**src/verilog/video_timing_pkg.sv**
```systemverilog
`default_nettype none
package video_timing_pkg;
  // ==========================================
  // Widths
  localparam int PIX_W = 13; // Pixel counter width
  localparam int LINE_W = 11; // Line counter width
  localparam int DATA_W = 10; // Per channel sample width
  localparam int NUM_CH = 3; // Luma/green plus two chroma
  // ==========================================
  // Timing mode field codes
  localparam logic [3:0] MODE_PC = 4'h0; // Dedicated syncs only
  localparam logic [3:0] MODE_HD_1125I = 4'h1; // Interlaced HD preset
  localparam logic [3:0] MODE_HD_GENERIC = 4'h2; // HD, user table
  localparam logic [3:0] MODE_SD_GENERIC = 4'h3; // SD, user table
  // ==========================================
  // Fixed transition lengths, in pixel clocks
  localparam logic [PIX_W-1:0] T1 = 13'h0001;
  localparam logic [PIX_W-1:0] T2 = 13'h0002;
  localparam logic [PIX_W-1:0] T3 = 13'h0003;
  localparam logic [PIX_W-1:0] T4 = 13'h0004;
  localparam logic [PIX_W-1:0] T8 = 13'h0008;
  // ==========================================
  // Reset and startup values
  localparam logic [PIX_W-1:0] PIX_RST = 13'h0000;
  localparam logic [LINE_W-1:0] LINE_FIRST = 11'h001;
  // ==========================================
  // Interlaced HD preset sizes and table
  localparam logic [LINE_W-1:0] PRE_FRAME = 11'h465; // 1125 lines
  localparam logic [LINE_W-1:0] PRE_FIELD = 11'h233; // 563 lines
  localparam int PRE_N = 11;
  typedef enum logic [2:0] {
    LK_ACTIVE = 3'h0, // Active video line
    LK_FULL_TRI = 3'h1, // full_tri_level_line
    LK_DOUBLE_TRI = 3'h2, // double_tri_level_line
    LK_DOUBLE_BROAD = 3'h3, // double_broad_pulse_line
    LK_TRI_BROAD = 3'h4, // Normal half, then broad half
    LK_BROAD_TRI = 3'h5 // Broad half, then normal half
  } line_kind_t;
  localparam line_kind_t KIND_RST = LK_FULL_TRI;
  localparam logic [LINE_W-1:0] PRE_BP [PRE_N] = '{11'h006, 11'h007,
    11'h015, 11'h231, 11'h233, 11'h234, 11'h238, 11'h239, 11'h248,
    11'h464, 11'h466};
  localparam line_kind_t PRE_KIND [PRE_N] = '{LK_DOUBLE_BROAD,
    LK_DOUBLE_TRI, LK_FULL_TRI, LK_ACTIVE, LK_FULL_TRI, LK_TRI_BROAD,
    LK_DOUBLE_BROAD, LK_BROAD_TRI, LK_FULL_TRI, LK_ACTIVE, LK_FULL_TRI};
  // ==========================================
  // Startup state and output level codes
  typedef enum logic [1:0] {
    ST_WAIT_FIELD = 2'b01, // Waiting for a first field
    ST_RUN = 2'b10 // Generator running
  } run_state_t;
  typedef enum logic [2:0] {
    LV_BLANK, LV_LOW, LV_HIGH, LV_MID_LO, LV_MID_HI, LV_VIDEO
  } level_t;
  // ==========================================
  // Carriers
  typedef struct packed {
    logic [PIX_W-1:0] a, b, c, d, e, k; // Horizontal timing parameters
  } hspec_t;
  typedef struct packed {
    logic [DATA_W-1:0] y_low, y_high, y_blank; // Luma amplitudes
    logic [DATA_W-1:0] c_low, c_high, c_blank; // Chroma amplitudes
  } amp_t;
  typedef struct packed {
    logic [PIX_W-1:0] hdly, hlen; // Dedicated hsync position, width
    logic [LINE_W-1:0] vdly1, vlen1, vdly2, vlen2; // Two vsync windows
    logic hpol, vpol; // 1 = active high
  } sync_out_cfg_t;
  typedef logic [NUM_CH-1:0][DATA_W-1:0] pixel_t;
endpackage
`default_nettype wire
```
**src/verilog/line_kind_lookup.sv**
```systemverilog
`timescale 1ns/1ns
`default_nettype none
module line_kind_lookup #(
  parameter int N_BP = 16
) (
  input wire logic sys_clk_i,
  input wire logic srst_i,
  input wire logic preset_i,
  input wire logic [video_timing_pkg::LINE_W-1:0] line_i,
  input wire logic [N_BP-1:0][video_timing_pkg::LINE_W-1:0] bp_i,
  input wire logic [N_BP-1:0][2:0] kind_i,
  output video_timing_pkg::line_kind_t line_kind_o
);
  import video_timing_pkg::*;
  // ==========================================
  // State
  typedef struct packed {
    line_kind_t kind; // Kind of the current line
  } lk_state_t;
  lk_state_t lk_ff;
  lk_state_t nxt_lk;

  // Lowest entry whose line number lies beyond the line wins
  always_comb
  begin
    nxt_lk.kind = KIND_RST;
    if (preset_i)
    begin
      for (int i = PRE_N - 1; i >= 0; i--)
        if (PRE_BP[i] > line_i)
          nxt_lk.kind = PRE_KIND[i];
    end
    else
    begin
      for (int i = N_BP - 1; i >= 0; i--)
        if (bp_i[i] > line_i)
          nxt_lk.kind = line_kind_t'(kind_i[i]);
    end
  end

  // Register the looked up kind
  always_ff @(posedge sys_clk_i)
    if (srst_i)
      lk_ff <= '{kind: KIND_RST};
    else
      lk_ff <= nxt_lk;

  assign line_kind_o = lk_ff.kind;
endmodule
`default_nettype wire

```
**src/verilog/sync_output_gen.sv**
```systemverilog
`timescale 1ns/1ns
`default_nettype none
module sync_output_gen (
  input wire logic sys_clk_i,
  input wire logic srst_i,
  input wire logic [video_timing_pkg::PIX_W-1:0] pix_i,
  input wire logic [video_timing_pkg::LINE_W-1:0] line_i,
  input wire video_timing_pkg::sync_out_cfg_t cfg_i,
  output logic hsync_o,
  output logic vsync_o
);
  import video_timing_pkg::*;
  // ==========================================
  // State
  typedef struct packed {
    logic hs; // Dedicated hsync level
    logic vs; // Dedicated vsync level
  } so_state_t;
  so_state_t so_ff;
  so_state_t nxt_so;
  logic [PIX_W-1:0] hoff; // Pixel offset into the hsync window
  logic [LINE_W-1:0] voff1, voff2; // Line offsets into vsync windows

  // Offsets wrap at the counter width, so a window does not straddle the line or frame end
  assign hoff = PIX_W'(pix_i - cfg_i.hdly);
  assign voff1 = LINE_W'(line_i - cfg_i.vdly1);
  assign voff2 = LINE_W'(line_i - cfg_i.vdly2);

  // Windows come from the counters only, never from composite sync
  always_comb
  begin
    nxt_so.hs = (hoff < cfg_i.hlen) ~^ cfg_i.hpol;
    nxt_so.vs = ((voff1 < cfg_i.vlen1) || (voff2 < cfg_i.vlen2))
      ~^ cfg_i.vpol;
  end

  // Register outputs to line up with the DAC data
  always_ff @(posedge sys_clk_i)
    if (srst_i)
      so_ff <= '0;
    else
      so_ff <= nxt_so;

  assign hsync_o = so_ff.hs;
  assign vsync_o = so_ff.vs;
endmodule
`default_nettype wire

```
**src/verilog/video_sync_timing_generator.sv**
```systemverilog
`timescale 1ns/1ns
`default_nettype none
module video_sync_timing_generator #(
  parameter int N_BP = 16
) (
  input wire logic sys_clk_i,
  input wire logic srst_i,
  input wire logic [3:0] timing_mode_field_i,
  input wire logic master_mode_i,
  input wire logic embedded_timing_i,
  input wire logic hsync_pin_i,
  input wire logic vsync_pin_i,
  input wire logic field_id_i,
  input wire logic embed_hsync_i,
  input wire logic embed_vsync_i,
  input wire logic embed_field_i,
  input wire logic [video_timing_pkg::PIX_W-1:0] pixels_per_line_i,
  input wire logic [video_timing_pkg::LINE_W-1:0] first_field_lines_i,
  input wire logic [video_timing_pkg::LINE_W-1:0] frame_lines_i,
  input wire logic [video_timing_pkg::PIX_W-1:0] horizontal_input_delay_i,
  input wire logic [video_timing_pkg::LINE_W-1:0] vertical_input_delay_i,
  input wire video_timing_pkg::hspec_t horizontal_timing_parameters_i,
  input wire video_timing_pkg::amp_t amp_i,
  input wire logic blanking_line_pass_enable_i,
  input wire logic [N_BP-1:0][video_timing_pkg::LINE_W-1:0]
    line_number_entry_i,
  input wire logic [N_BP-1:0][2:0] line_kind_entry_i,
  input wire video_timing_pkg::sync_out_cfg_t sync_out_cfg_i,
  input wire video_timing_pkg::pixel_t video_i,
  output video_timing_pkg::pixel_t video_o,
  output logic dedicated_hsync_output_o,
  output logic dedicated_vsync_output_o,
  output logic hsync_pin_o,
  output logic hsync_pin_oe_o,
  output logic vsync_pin_o,
  output logic vsync_pin_oe_o,
  output logic field_id_o,
  output logic running_o
);
  import video_timing_pkg::*;
  // ==========================================
  // State
  typedef struct packed {
    run_state_t st; // Startup state
    logic [PIX_W-1:0] pix; // Pixel counter
    logic [LINE_W-1:0] line; // Line counter, first line is 1
    logic hs_d; // Previous hsync source level
    logic vs_d; // Previous vsync source level
    logic hpin; // Driven hsync pin level
    logic vpin; // Driven vsync pin level
    logic pin_oe; // Sync pins driven
    logic fid; // Field ID output
    pixel_t video; // DAC data
  } tg_state_t;
  tg_state_t tg_ff;
  tg_state_t nxt_tg;
  hspec_t hs; // Short alias of the timing parameters
  logic pc_mode, sd_mode, preset; // Decoded timing mode
  logic master_act; // Master mode in effect
  logic hs_src, vs_src, fid_src; // Selected slave sync sources
  logic hs_rise, vs_rise; // Sync start events
  logic [LINE_W-1:0] frame_n, field_n; // Effective frame/field sizes
  line_kind_t cur_kind; // Kind of the current line
  level_t lvl; // Level selected for this pixel
  pixel_t chan_nxt; // Per channel generated data

  // ==========================================
  // Mode decode and sync source selection
  assign hs = horizontal_timing_parameters_i;
  assign pc_mode = (timing_mode_field_i == MODE_PC);
  assign sd_mode = (timing_mode_field_i == MODE_SD_GENERIC);
  assign preset = (timing_mode_field_i == MODE_HD_1125I);
  // Master is refused outside the progressive PC mode
  assign master_act = master_mode_i && pc_mode;
  // Slave syncs come from embedded codes or dedicated pins
  assign hs_src = embedded_timing_i ? embed_hsync_i : hsync_pin_i;
  assign vs_src = embedded_timing_i ? embed_vsync_i : vsync_pin_i;
  assign fid_src = embedded_timing_i ? embed_field_i : field_id_i;
  assign hs_rise = hs_src && !tg_ff.hs_d;
  assign vs_rise = vs_src && !tg_ff.vs_d;
  // Preset overrides the programmed sizes
  assign frame_n = preset ? PRE_FRAME : frame_lines_i;
  assign field_n = preset ? PRE_FIELD : first_field_lines_i;

  // ==========================================
  // Line kind table
  line_kind_lookup #(
    .N_BP(N_BP)
  ) u_lookup (
    .sys_clk_i(sys_clk_i),
    .srst_i(srst_i),
    .preset_i(preset),
    .line_i(tg_ff.line),
    .bp_i(line_number_entry_i),
    .kind_i(line_kind_entry_i),
    .line_kind_o(cur_kind)
  );

  // ==========================================
  // Line waveforms
  // HD single line: nine states, 2T/4T/4T/2T fixed ones
  function automatic level_t hd_full_level(input logic [PIX_W-1:0] p,
    input logic [PIX_W-1:0] tot, input hspec_t s, input logic pass);
    level_t l;
    l = LV_MID_LO; // State 9, last 2T rising to blank
    if (p < T2)
      l = LV_MID_HI; // State 1, 2T blank to positive
    else if (p < s.c - T2)
      l = LV_HIGH; // State 2
    else if (p < s.c + T2)
      l = LV_MID_HI; // State 3, 4T back to blank
    else if (p < s.e)
      l = LV_BLANK; // State 4
    else if (p < tot - s.b)
      l = pass ? LV_VIDEO : LV_BLANK; // State 5
    else if (p < tot - s.a - T2)
      l = LV_BLANK; // State 6
    else if (p < tot - s.a + T2)
      l = LV_MID_LO; // State 7, 4T down to negative
    else if (p < tot - T2)
      l = LV_LOW; // State 8
    return l;
  endfunction

  // HD double line: eleven states repeated each half line
  function automatic level_t hd_double_level(input logic [PIX_W-1:0] p,
    input logic [PIX_W-1:0] tot, input hspec_t s, input logic br1,
    input logic br2);
    level_t l;
    logic [PIX_W-1:0] h, hp;
    logic br;
    h = tot >> 1;
    hp = (p >= h) ? PIX_W'(p - h) : p;
    br = (p >= h) ? br2 : br1;
    l = LV_MID_LO; // State 11, 2T
    if (hp < T2)
      l = LV_MID_HI; // State 1, 2T
    else if (hp < s.c - T2)
      l = LV_HIGH; // State 2
    else if (hp < s.c + T2)
      l = LV_MID_HI; // State 3, 4T
    else if (hp < s.d)
      l = LV_BLANK; // State 4
    else if (hp < s.d + T4)
      l = br ? LV_MID_LO : LV_BLANK; // State 5, 4T
    else if (hp < h - s.k)
      l = br ? LV_LOW : LV_BLANK; // State 6, broad pulse
    else if (hp < h - s.k + T4)
      l = br ? LV_MID_LO : LV_BLANK; // State 7, 4T
    else if (hp < h - s.a - T8)
      l = LV_BLANK; // State 8
    else if (hp < h - s.a - T4)
      l = LV_MID_LO; // State 9, 4T
    else if (hp < h - T2)
      l = LV_LOW; // State 10
    return l;
  endfunction

  // SD line: bi-level negative sync with 2T edges
  function automatic level_t sd_level(input logic [PIX_W-1:0] p,
    input logic [PIX_W-1:0] tot, input hspec_t s, input logic pass);
    level_t l;
    l = LV_BLANK;
    if (p < T1 || p >= tot - T1)
      l = LV_MID_LO; // 2T falling edge, 1T each side of 0H
    else if (p < s.a + T1)
      l = LV_LOW;
    else if (p < s.a + T3)
      l = LV_MID_LO; // 2T rising edge
    else if (p >= s.d && p < tot - s.k)
      l = pass ? LV_VIDEO : LV_BLANK;
    return l;
  endfunction

  // Level for this pixel; PC mode and startup pass input data
  always_comb
  begin
    lvl = LV_VIDEO;
    if (tg_ff.st == ST_RUN && !pc_mode)
    begin
      if (sd_mode)
        lvl = sd_level(tg_ff.pix, pixels_per_line_i, hs,
          cur_kind == LK_ACTIVE || (cur_kind == LK_FULL_TRI &&
          blanking_line_pass_enable_i));
      else if (cur_kind == LK_ACTIVE || cur_kind == LK_FULL_TRI)
        lvl = hd_full_level(tg_ff.pix, pixels_per_line_i, hs,
          cur_kind == LK_ACTIVE ||
          blanking_line_pass_enable_i);
      else
        lvl = hd_double_level(tg_ff.pix, pixels_per_line_i, hs,
          cur_kind == LK_DOUBLE_BROAD || cur_kind == LK_BROAD_TRI,
          cur_kind == LK_DOUBLE_BROAD ||
          cur_kind == LK_TRI_BROAD);
    end
  end

  // ==========================================
  // Output data selector, one lane per channel
  for (genvar ch = 0; ch < NUM_CH; ch++)
  begin : g_ch
    logic [DATA_W-1:0] lo, hi, bl; // Amplitudes of this channel
    logic [DATA_W:0] sum_lo, sum_hi; // Sums for transition midpoints
    // Luma takes its own amplitudes, chroma share a set
    assign lo = (ch == 0) ? amp_i.y_low : amp_i.c_low;
    assign hi = (ch == 0) ? amp_i.y_high : amp_i.c_high;
    assign bl = (ch == 0) ? amp_i.y_blank : amp_i.c_blank;
    assign sum_lo = {1'b0, bl} + {1'b0, lo};
    assign sum_hi = {1'b0, bl} + {1'b0, hi};
    always_comb
    begin
      case (lvl)
        LV_LOW: chan_nxt[ch] = lo;
        LV_HIGH: chan_nxt[ch] = hi;
        LV_MID_LO: chan_nxt[ch] = sum_lo[DATA_W:1];
        LV_MID_HI: chan_nxt[ch] = sum_hi[DATA_W:1];
        LV_VIDEO: chan_nxt[ch] = video_i[ch];
        default: chan_nxt[ch] = bl;
      endcase
    end
  end

  // ==========================================
  // Counters, startup and master pins
  always_comb
  begin
    nxt_tg = tg_ff;
    nxt_tg.hs_d = hs_src;
    nxt_tg.vs_d = vs_src;
    // Free count with wrap at line and frame ends
    if (tg_ff.pix >= pixels_per_line_i - T1)
    begin
      nxt_tg.pix = PIX_RST;
      if (tg_ff.line >= frame_n)
        nxt_tg.line = LINE_FIRST;
      else
        nxt_tg.line = LINE_W'(tg_ff.line + LINE_FIRST);
    end
    else
      nxt_tg.pix = PIX_W'(tg_ff.pix + T1);
    // Slave: syncs load the delayed startup values
    if (!master_act)
    begin
      if (hs_rise)
        nxt_tg.pix = horizontal_input_delay_i;
      if (vs_rise)
        nxt_tg.line = LINE_W'(LINE_FIRST + vertical_input_delay_i);
    end
    // Start on field low at vsync start, or at once as master
    case (tg_ff.st)
      ST_WAIT_FIELD:
        if (master_act || (vs_rise && !fid_src))
          nxt_tg.st = ST_RUN;
      ST_RUN:
        nxt_tg.st = ST_RUN;
      default:
        nxt_tg.st = ST_WAIT_FIELD;
    endcase
    // Master drives the sync pins from its own counters
    nxt_tg.pin_oe = master_act;
    nxt_tg.hpin = master_act && (nxt_tg.pix < hs.a);
    nxt_tg.vpin = master_act && (nxt_tg.line == LINE_FIRST);
    // Field ID only as slave: second field past field_n (first_field_lines, or PRE_FIELD in the preset)
    nxt_tg.fid = !master_act && (nxt_tg.line > field_n);
    nxt_tg.video = chan_nxt;
  end

  // Register all state
  always_ff @(posedge sys_clk_i)
    if (srst_i)
      tg_ff <= '{st: ST_WAIT_FIELD, pix: PIX_RST, line: LINE_FIRST,
        default: '0};
    else
      tg_ff <= nxt_tg;

  // ==========================================
  // Dedicated sync outputs, downstream of the counters
  sync_output_gen u_sync_out (
    .sys_clk_i(sys_clk_i),
    .srst_i(srst_i),
    .pix_i(tg_ff.pix),
    .line_i(tg_ff.line),
    .cfg_i(sync_out_cfg_i),
    .hsync_o(dedicated_hsync_output_o),
    .vsync_o(dedicated_vsync_output_o)
  );

  assign video_o = tg_ff.video;
  assign hsync_pin_o = tg_ff.hpin;
  assign vsync_pin_o = tg_ff.vpin;
  assign hsync_pin_oe_o = tg_ff.pin_oe;
  assign vsync_pin_oe_o = tg_ff.pin_oe;
  assign field_id_o = tg_ff.fid;
  assign running_o = tg_ff.st[1]; // One-hot run bit, straight from its flop
endmodule
`default_nettype wire

```
**config.mk**
```make
export PLATFORM = sky130hd
export DESIGN_NAME = video_sync_timing_generator
export DESIGN_NICKNAME = d
export VERILOG_FILES = /design/src/verilog/video_timing_pkg.sv /design/src/verilog/line_kind_lookup.sv /design/src/verilog/sync_output_gen.sv /design/src/verilog/video_sync_timing_generator.sv
export SDC_FILE = /design/constraint.sdc
export NUM_CORES = 1
export LEC_CHECK = 0
export BUFFER_PORTS_ARGS = -buffer_cell sky130_fd_sc_hd__buf_2
export CORE_MARGIN = 1.5
export CORE_UTILIZATION = 27
export DETAILED_ROUTE_END_ITERATION = 10
export PLACE_DENSITY = 0.46
export RECOVER_POWER = 100
export SYNTH_ARGS = -nofsm -noshare
export SYNTH_HDL_FRONTEND = slang
export SYNTH_SLANG_ARGS = --single-unit
```
**constraint.sdc**
```tcl
create_clock -name sys_clk_i -period 13 [get_ports sys_clk_i]
set_input_delay 3.25 -clock sys_clk_i [delete_from_list [all_inputs] [get_ports sys_clk_i]]
set_output_delay 3.25 -clock sys_clk_i [all_outputs]
set_load 0.02 [all_outputs]
```
After elaboration in Yosys (flattened, before gate mapping)
Index checks and enable logic that the tools add are counted.
- bits of input ports: 538
- logic and storage cells: 217
- bits in registers: 67
- order comparisons: 57
- eq/ne operators: 15
- bitwise operators: 2
- $add $sub $neg: 29
- reduce and logical (&&, ||, !) cells: 25
- multiplexer cells: 74
- operators with widths (cell ; number):
    < comparator 13 bit ; 21
    greater-than comparator 11 bit ; 17
    one-hot mux 10 bit (5 select lines) ; 3
    2-to-1 mux 3 bit ; 42
    greater-than comparator 10 x 11 -> 1 bit (first input constant) ; 6
    2-to-1 mux 11 bit ; 5
    subtractor 13 bit ; 4
    adder 10 x 10 -> 11 bit ; 4
    adder 13 x 2 -> 13 bit (second input constant) ; 3
    2-to-1 mux 13 bit ; 3
    subtractor 13 x 2 -> 13 bit (second input constant) ; 3
    adder 13 x 1 -> 13 bit (second input constant) ; 2
    adder 13 x 3 -> 13 bit (second input constant) ; 2
    greater-or-equal comparator 13 bit ; 2
    < comparator 13 x 2 -> 1 bit (second input constant) ; 2
    subtractor 12 x 13 -> 13 bit ; 2
    2-to-1 mux 2 bit ; 12
    2-to-1 mux 24 bit ; 1
    greater-than comparator 3 x 11 -> 1 bit (first input constant) ; 2
    < comparator 11 bit ; 2
    subtractor 11 bit ; 2
    greater-or-equal comparator 13 x 12 -> 1 bit ; 1
    < comparator 13 x 1 -> 1 bit (second input constant) ; 1
    subtractor 12 x 2 -> 13 bit (second input constant) ; 1
    26 further kinds ; 59

Longest topological paths before layout
- word-level depth: 18
- gate-level depth with buffers: 44

Modules after synthesis
A second synthesis with hierarchy kept.
- cells, all modules: 3195
- area, all modules: 24333.3 µm²
- modules (own cells, without submodules) (module ; instances ; area an instance (µm²) ; cells each):
    video_sync_timing_generator ; 1 ; 17135.2 ; 2249
    line_kind_lookup ; 1 ; 4773.3 ; 604
    sync_output_gen ; 1 ; 2424.8 ; 342

Worst setup path before layout
OpenSTA, ideal clock, no wires.
- path type: in2reg
- from: in pixels_per_line_i[12] (netlist name)
- to: reg tg_ff, in the netlist video_o[7]
- cell stages on the path: 34
- slack: 3.078 ns
- path buffers: 4
- data arrival time: 9.790 ns
- setup time: 0.132 ns
- cells stage by stage: clkbuf_1 > inv_1 > ha_1 > nand3_1 > or3_1 > o211ai_2 > buf_4 > mux2i_1 > ha_1 > a211oi_1 > o21bai_1 > a211oi_1 > o21bai_1 > a221o_1 > a31oi_2 > or3_1 > o2111ai_1 > a21o_1 > buf_6 > nand2_1 > inv_1 > clkbuf_1 > nand2_1 > nand2_1 > fa_1 > nand3_1 > nand2_1 > a21oi_1 > o21bai_1 > a21o_1 > a21o_1 > xor2_1 > a221oi_1 > nor3_1
- cells in the longest elaborated chain, start to end: 18
- elaborated cells on any way between the ends: 68
- ends and longest elaborated chain (element ; line ; source):
    start: declaration ; video_sync_timing_generator.sv:17 ; input wire logic [video_timing_pkg::PIX_W-1:0] pixels_per_line_i,
    parallel branches: the longest is 14 deep, another holds subtractor 12 x 13 -> 13 bit ; - ;
    2-to-1 mux 3 bit * ; video_sync_timing_generator.sv:181 ; if (sd_mode)
    2-to-1 mux 3 bit * ; video_sync_timing_generator.sv:179 ; if (tg_ff.st == ST_RUN && !pc_mode)
    equality test 3 bit, or another cell as far along ; video_sync_timing_generator.sv:211 ; case (lvl)
    one-hot mux 10 bit (5 select lines) * ; video_sync_timing_generator.sv:211 ;
    end signal: assignment ; video_sync_timing_generator.sv:270 ; tg_ff <= '{st: ST_WAIT_FIELD, pix: PIX_RST, line: LINE_FIRST,
    end signal: assignment ; video_sync_timing_generator.sv:273 ; tg_ff <= nxt_tg;
    end: declaration ; video_sync_timing_generator.sv:55 ; tg_state_t tg_ff;
Every way passes the cells marked *.
A chain may end at the register's enable or synchronous reset.

Worst setup path after layout
- from: in pixels_per_line_i[2] (netlist name)
- to: reg tg_ff, in the netlist video_o[4]
The elaborated chain is that of the path after synthesis.

==> metrics.cfg <==
[worst_setup_path]
required_ns = 13.27
endpoint_kind = register
rr_worst_depth = 23
cp.arrival_ns = 11.91
critPathMaxFanout = 20
critPathKind = input port to register
start_kind = input port

[hold_path]
hold_path.class = register to register
min_path_cells = 1

[power]
power-per-cell-area_mw_per_mm2 = 74.5
total_power_w = 0.00207
combinationalPowerShare_pct = 73.1
p_clk_share_pct = 14.2
seqPwrFrac_pct = 12.8
netSwitchingFraction_pct = 50.6
intPower_w = 0.00103
p_leak_nw = 14.1
power_switching_w = 0.00105
vdd_drop_max_v = 0.0000661

[sta]
slew_headroom_pct = -36.2
tns_ns = 0
finalHoldViolations = 0
final.setup.worst_slack_ns = 1.36
hold_ws_ns = 0.506
min_period_ns = 11.64
fin_worst_skew_ns = 0.0120
rsz0062_at_grt = false
setup_violations = 0
fmax_mhz = 85.9
tightest_slew_ns = 2.04
slew_viol_final = 36
period_share_pct = 89.5

[floorplanning]
die_h_um = 297
num_rows = 107
design.die.area_sq_mm = 0.0883
die_w_um = 297
coreArea_sq_mm = 0.0854
io_pins = 576
start_util_pct = 27.3

[finish]
layout_common_cells = 646 x ha_1, 533 x buf_2, 293 x inv_1
final_nets = 4794
syn2layout_area_growth_pct = 19.3
drive_gt1_share_pct = 17.1
final_common_cell = ha_1

[placed_design]
gp_congestion = 0.945
place_hpwl_um = 86500
io_buffers = 575
dp_slack_ns = 1.64

[route]
dr_total_vias = 24100
antenna_left = 0
wire_per_inst_um = 21.5
drt_iter0_drc = 1323
drc = 0
drt_first_pass_iters = 5
viasPerCell = 5.05
wl_um = 103000

[cts]
clockBufferDepth = 2
clk_latency_ns = 0.38
cts_setup_buffers = 0
cts-root-buf = clkbuf_16
cts_tree = done
cts_buffers = 9
cts.clk_slew.worst_paths_ns = 0.07
cts_resized = 0
cts.htree.levels = 3
cts_hold_buf = 0
cts.sinks = 67

[global_routing]
grt_max_degree = 36
use_met1_pct = 30.4
grt_use_total_pct = 22.6
grtUsageMet2_pct = 37.5
use_met3_pct = 3.58
antenna_found_initial = 34
grt_first_pass_wirelength_um = 151000
grt_pass1_vias = 23700
grt_busiest_layer = met2
overflow = 0

[synth]
ys_seq_area_share_pct = 5.74
syn_avg_cell_area_sq_um = 7.65
syn_inst = 3052
async_flop_share_pct = 0
yosys_warnings = 0
yosysUniqueCellTypes = 89
syn_nets = 4248
synth_edf_count = 0
syn_area_sq_mm = 0.0234
synth_ff_type = dfxtp_1
synth_seq_cells = 67

[status]
status = finished, violations left
violations = max-capacitance violations, max-slew violations

[run]
maxCapViolations = 1

[worst max-delay path: stages]
cell,delay [ns]
clkbuf_1,0.54
inv_1,0.39
ha_1,0.41
nor2b_1,0.17
o21bai_1,0.09
and2_0,0.23
o211ai_2,0.73
mux2i_1,0.60
buf_4,0.28
ha_1,0.26
nand3_1,0.13
nor2_1,0.07
a2111oi_0,0.49
nor3_1,0.10
a211oi_1,0.30
a22oi_1,0.16
o2111a_1,0.16
o31ai_1,0.56
a211oi_4,0.12
buf_4,0.24
nor2_1,1.09
nand2_1,0.64
o21ai_1,0.45
nor3_1,0.10
a211o_1,0.30
[stage by stage]
| step | area (sq um) | utilization (%) | cells |
|---|---|---|---|
| 3_5_place_dp | 27500 | 32.2 | 4731 |
| 6_report | 27900 | 32.6 | 4775 |
| 4_1_cts | 27900 | 32.6 | 4747 |
| 2_1_floorplan | 23400 | - | 3052 |
| 3_3_place_gp | 27500 | 32.2 | 4731 |
| 5_1_grt | 27800 | 32.6 | 4766 |
[cells in the mapped netlist (all sizes together) (51+ instances only)]
cell      n  area share (%)
nand4    65             1.7
dfxtp    67             5.7
nor3     70             1.5
inv     293             4.7
ha      646              35
xor2     82             3.1
nand2b   51             1.4
nor2    171             2.8
a21o     97             3.1
nand2   223             3.6
xnor2   187             7.0
o21a     86             2.8
nand3    84             1.8
nor2b    55             1.5
a21oi   249             5.4
o21ai   143             3.1
[flip-flops by register name, indices dropped and copies added (netlist names)]
name	cells
hsync_pin_o	1
u_sync_out.vsync_o	1
field_id_o	1
video_o	30
tg_ff	27
vsync_pin_o	1
hsync_pin_oe_o	1
u_lookup.line_kind_o	3
u_sync_out.hsync_o	1
running_o	1
[cells by family after synthesis]
family | share of synthesized area [%]
AO/OA/AOI/OAI | 23.7
XOR/XNOR | 10.1
buffers and inverters | 6.49
adder cells (fa/ha/maj) | 35.6
AND/OR/NAND/NOR | 17.5
flip-flops | 5.74
multiplexers | 0.841
[worst paths after layout]
check | from | slack (ns) | endpoint
setup / recovery | pixels_per_line_i[2] | 1.36 | video_o[4]
hold / removal | tg_ff[60] | 0.51 | tg_ff[60]
setup reg to reg | tg_ff[56] | 4.49 | video_o[4]
hold reg to reg | tg_ff[60] | 0.51 | tg_ff[60]
[layer usage]
| layer | part of all wire, % | up-vias |
|---|---|---|
| met1 | 47 | 11000 |
| met2 | 46 | 714 |
| met3 | 5.5 | 111 |
| li1 | - | 12200 |
| met4 | 2.1 | 6 |
| met5 | 0.036 | - |
[area by class of cell]
cell class / count / area, sq um
clock buffers: 9 / 225
clock inverters: 7 / 98.8
flip-flops and latches: 67 / 1340
fillers: 9463 / 57600
well taps: 1144 / 1430
inverters: 295 / 1110
diodes: 28 / 70.1
repair buffers: 608 / 3070
multi-input cells: 2617 / 20500
[power by group through the flow]
stage	clock, W	sequential (W)	combinational [W]
after floorplan	0	0.000271	0.00103
after global placement	0	0.000271	0.00152
after detailed placement	0	0.000270	0.00151
after CTS	0.000309	0.000266	0.00152
after global routing	0.000314	0.000269	0.00171
final	0.000294	0.000265	0.00152
No activity file was read; power rests on OpenSTA's default activity.
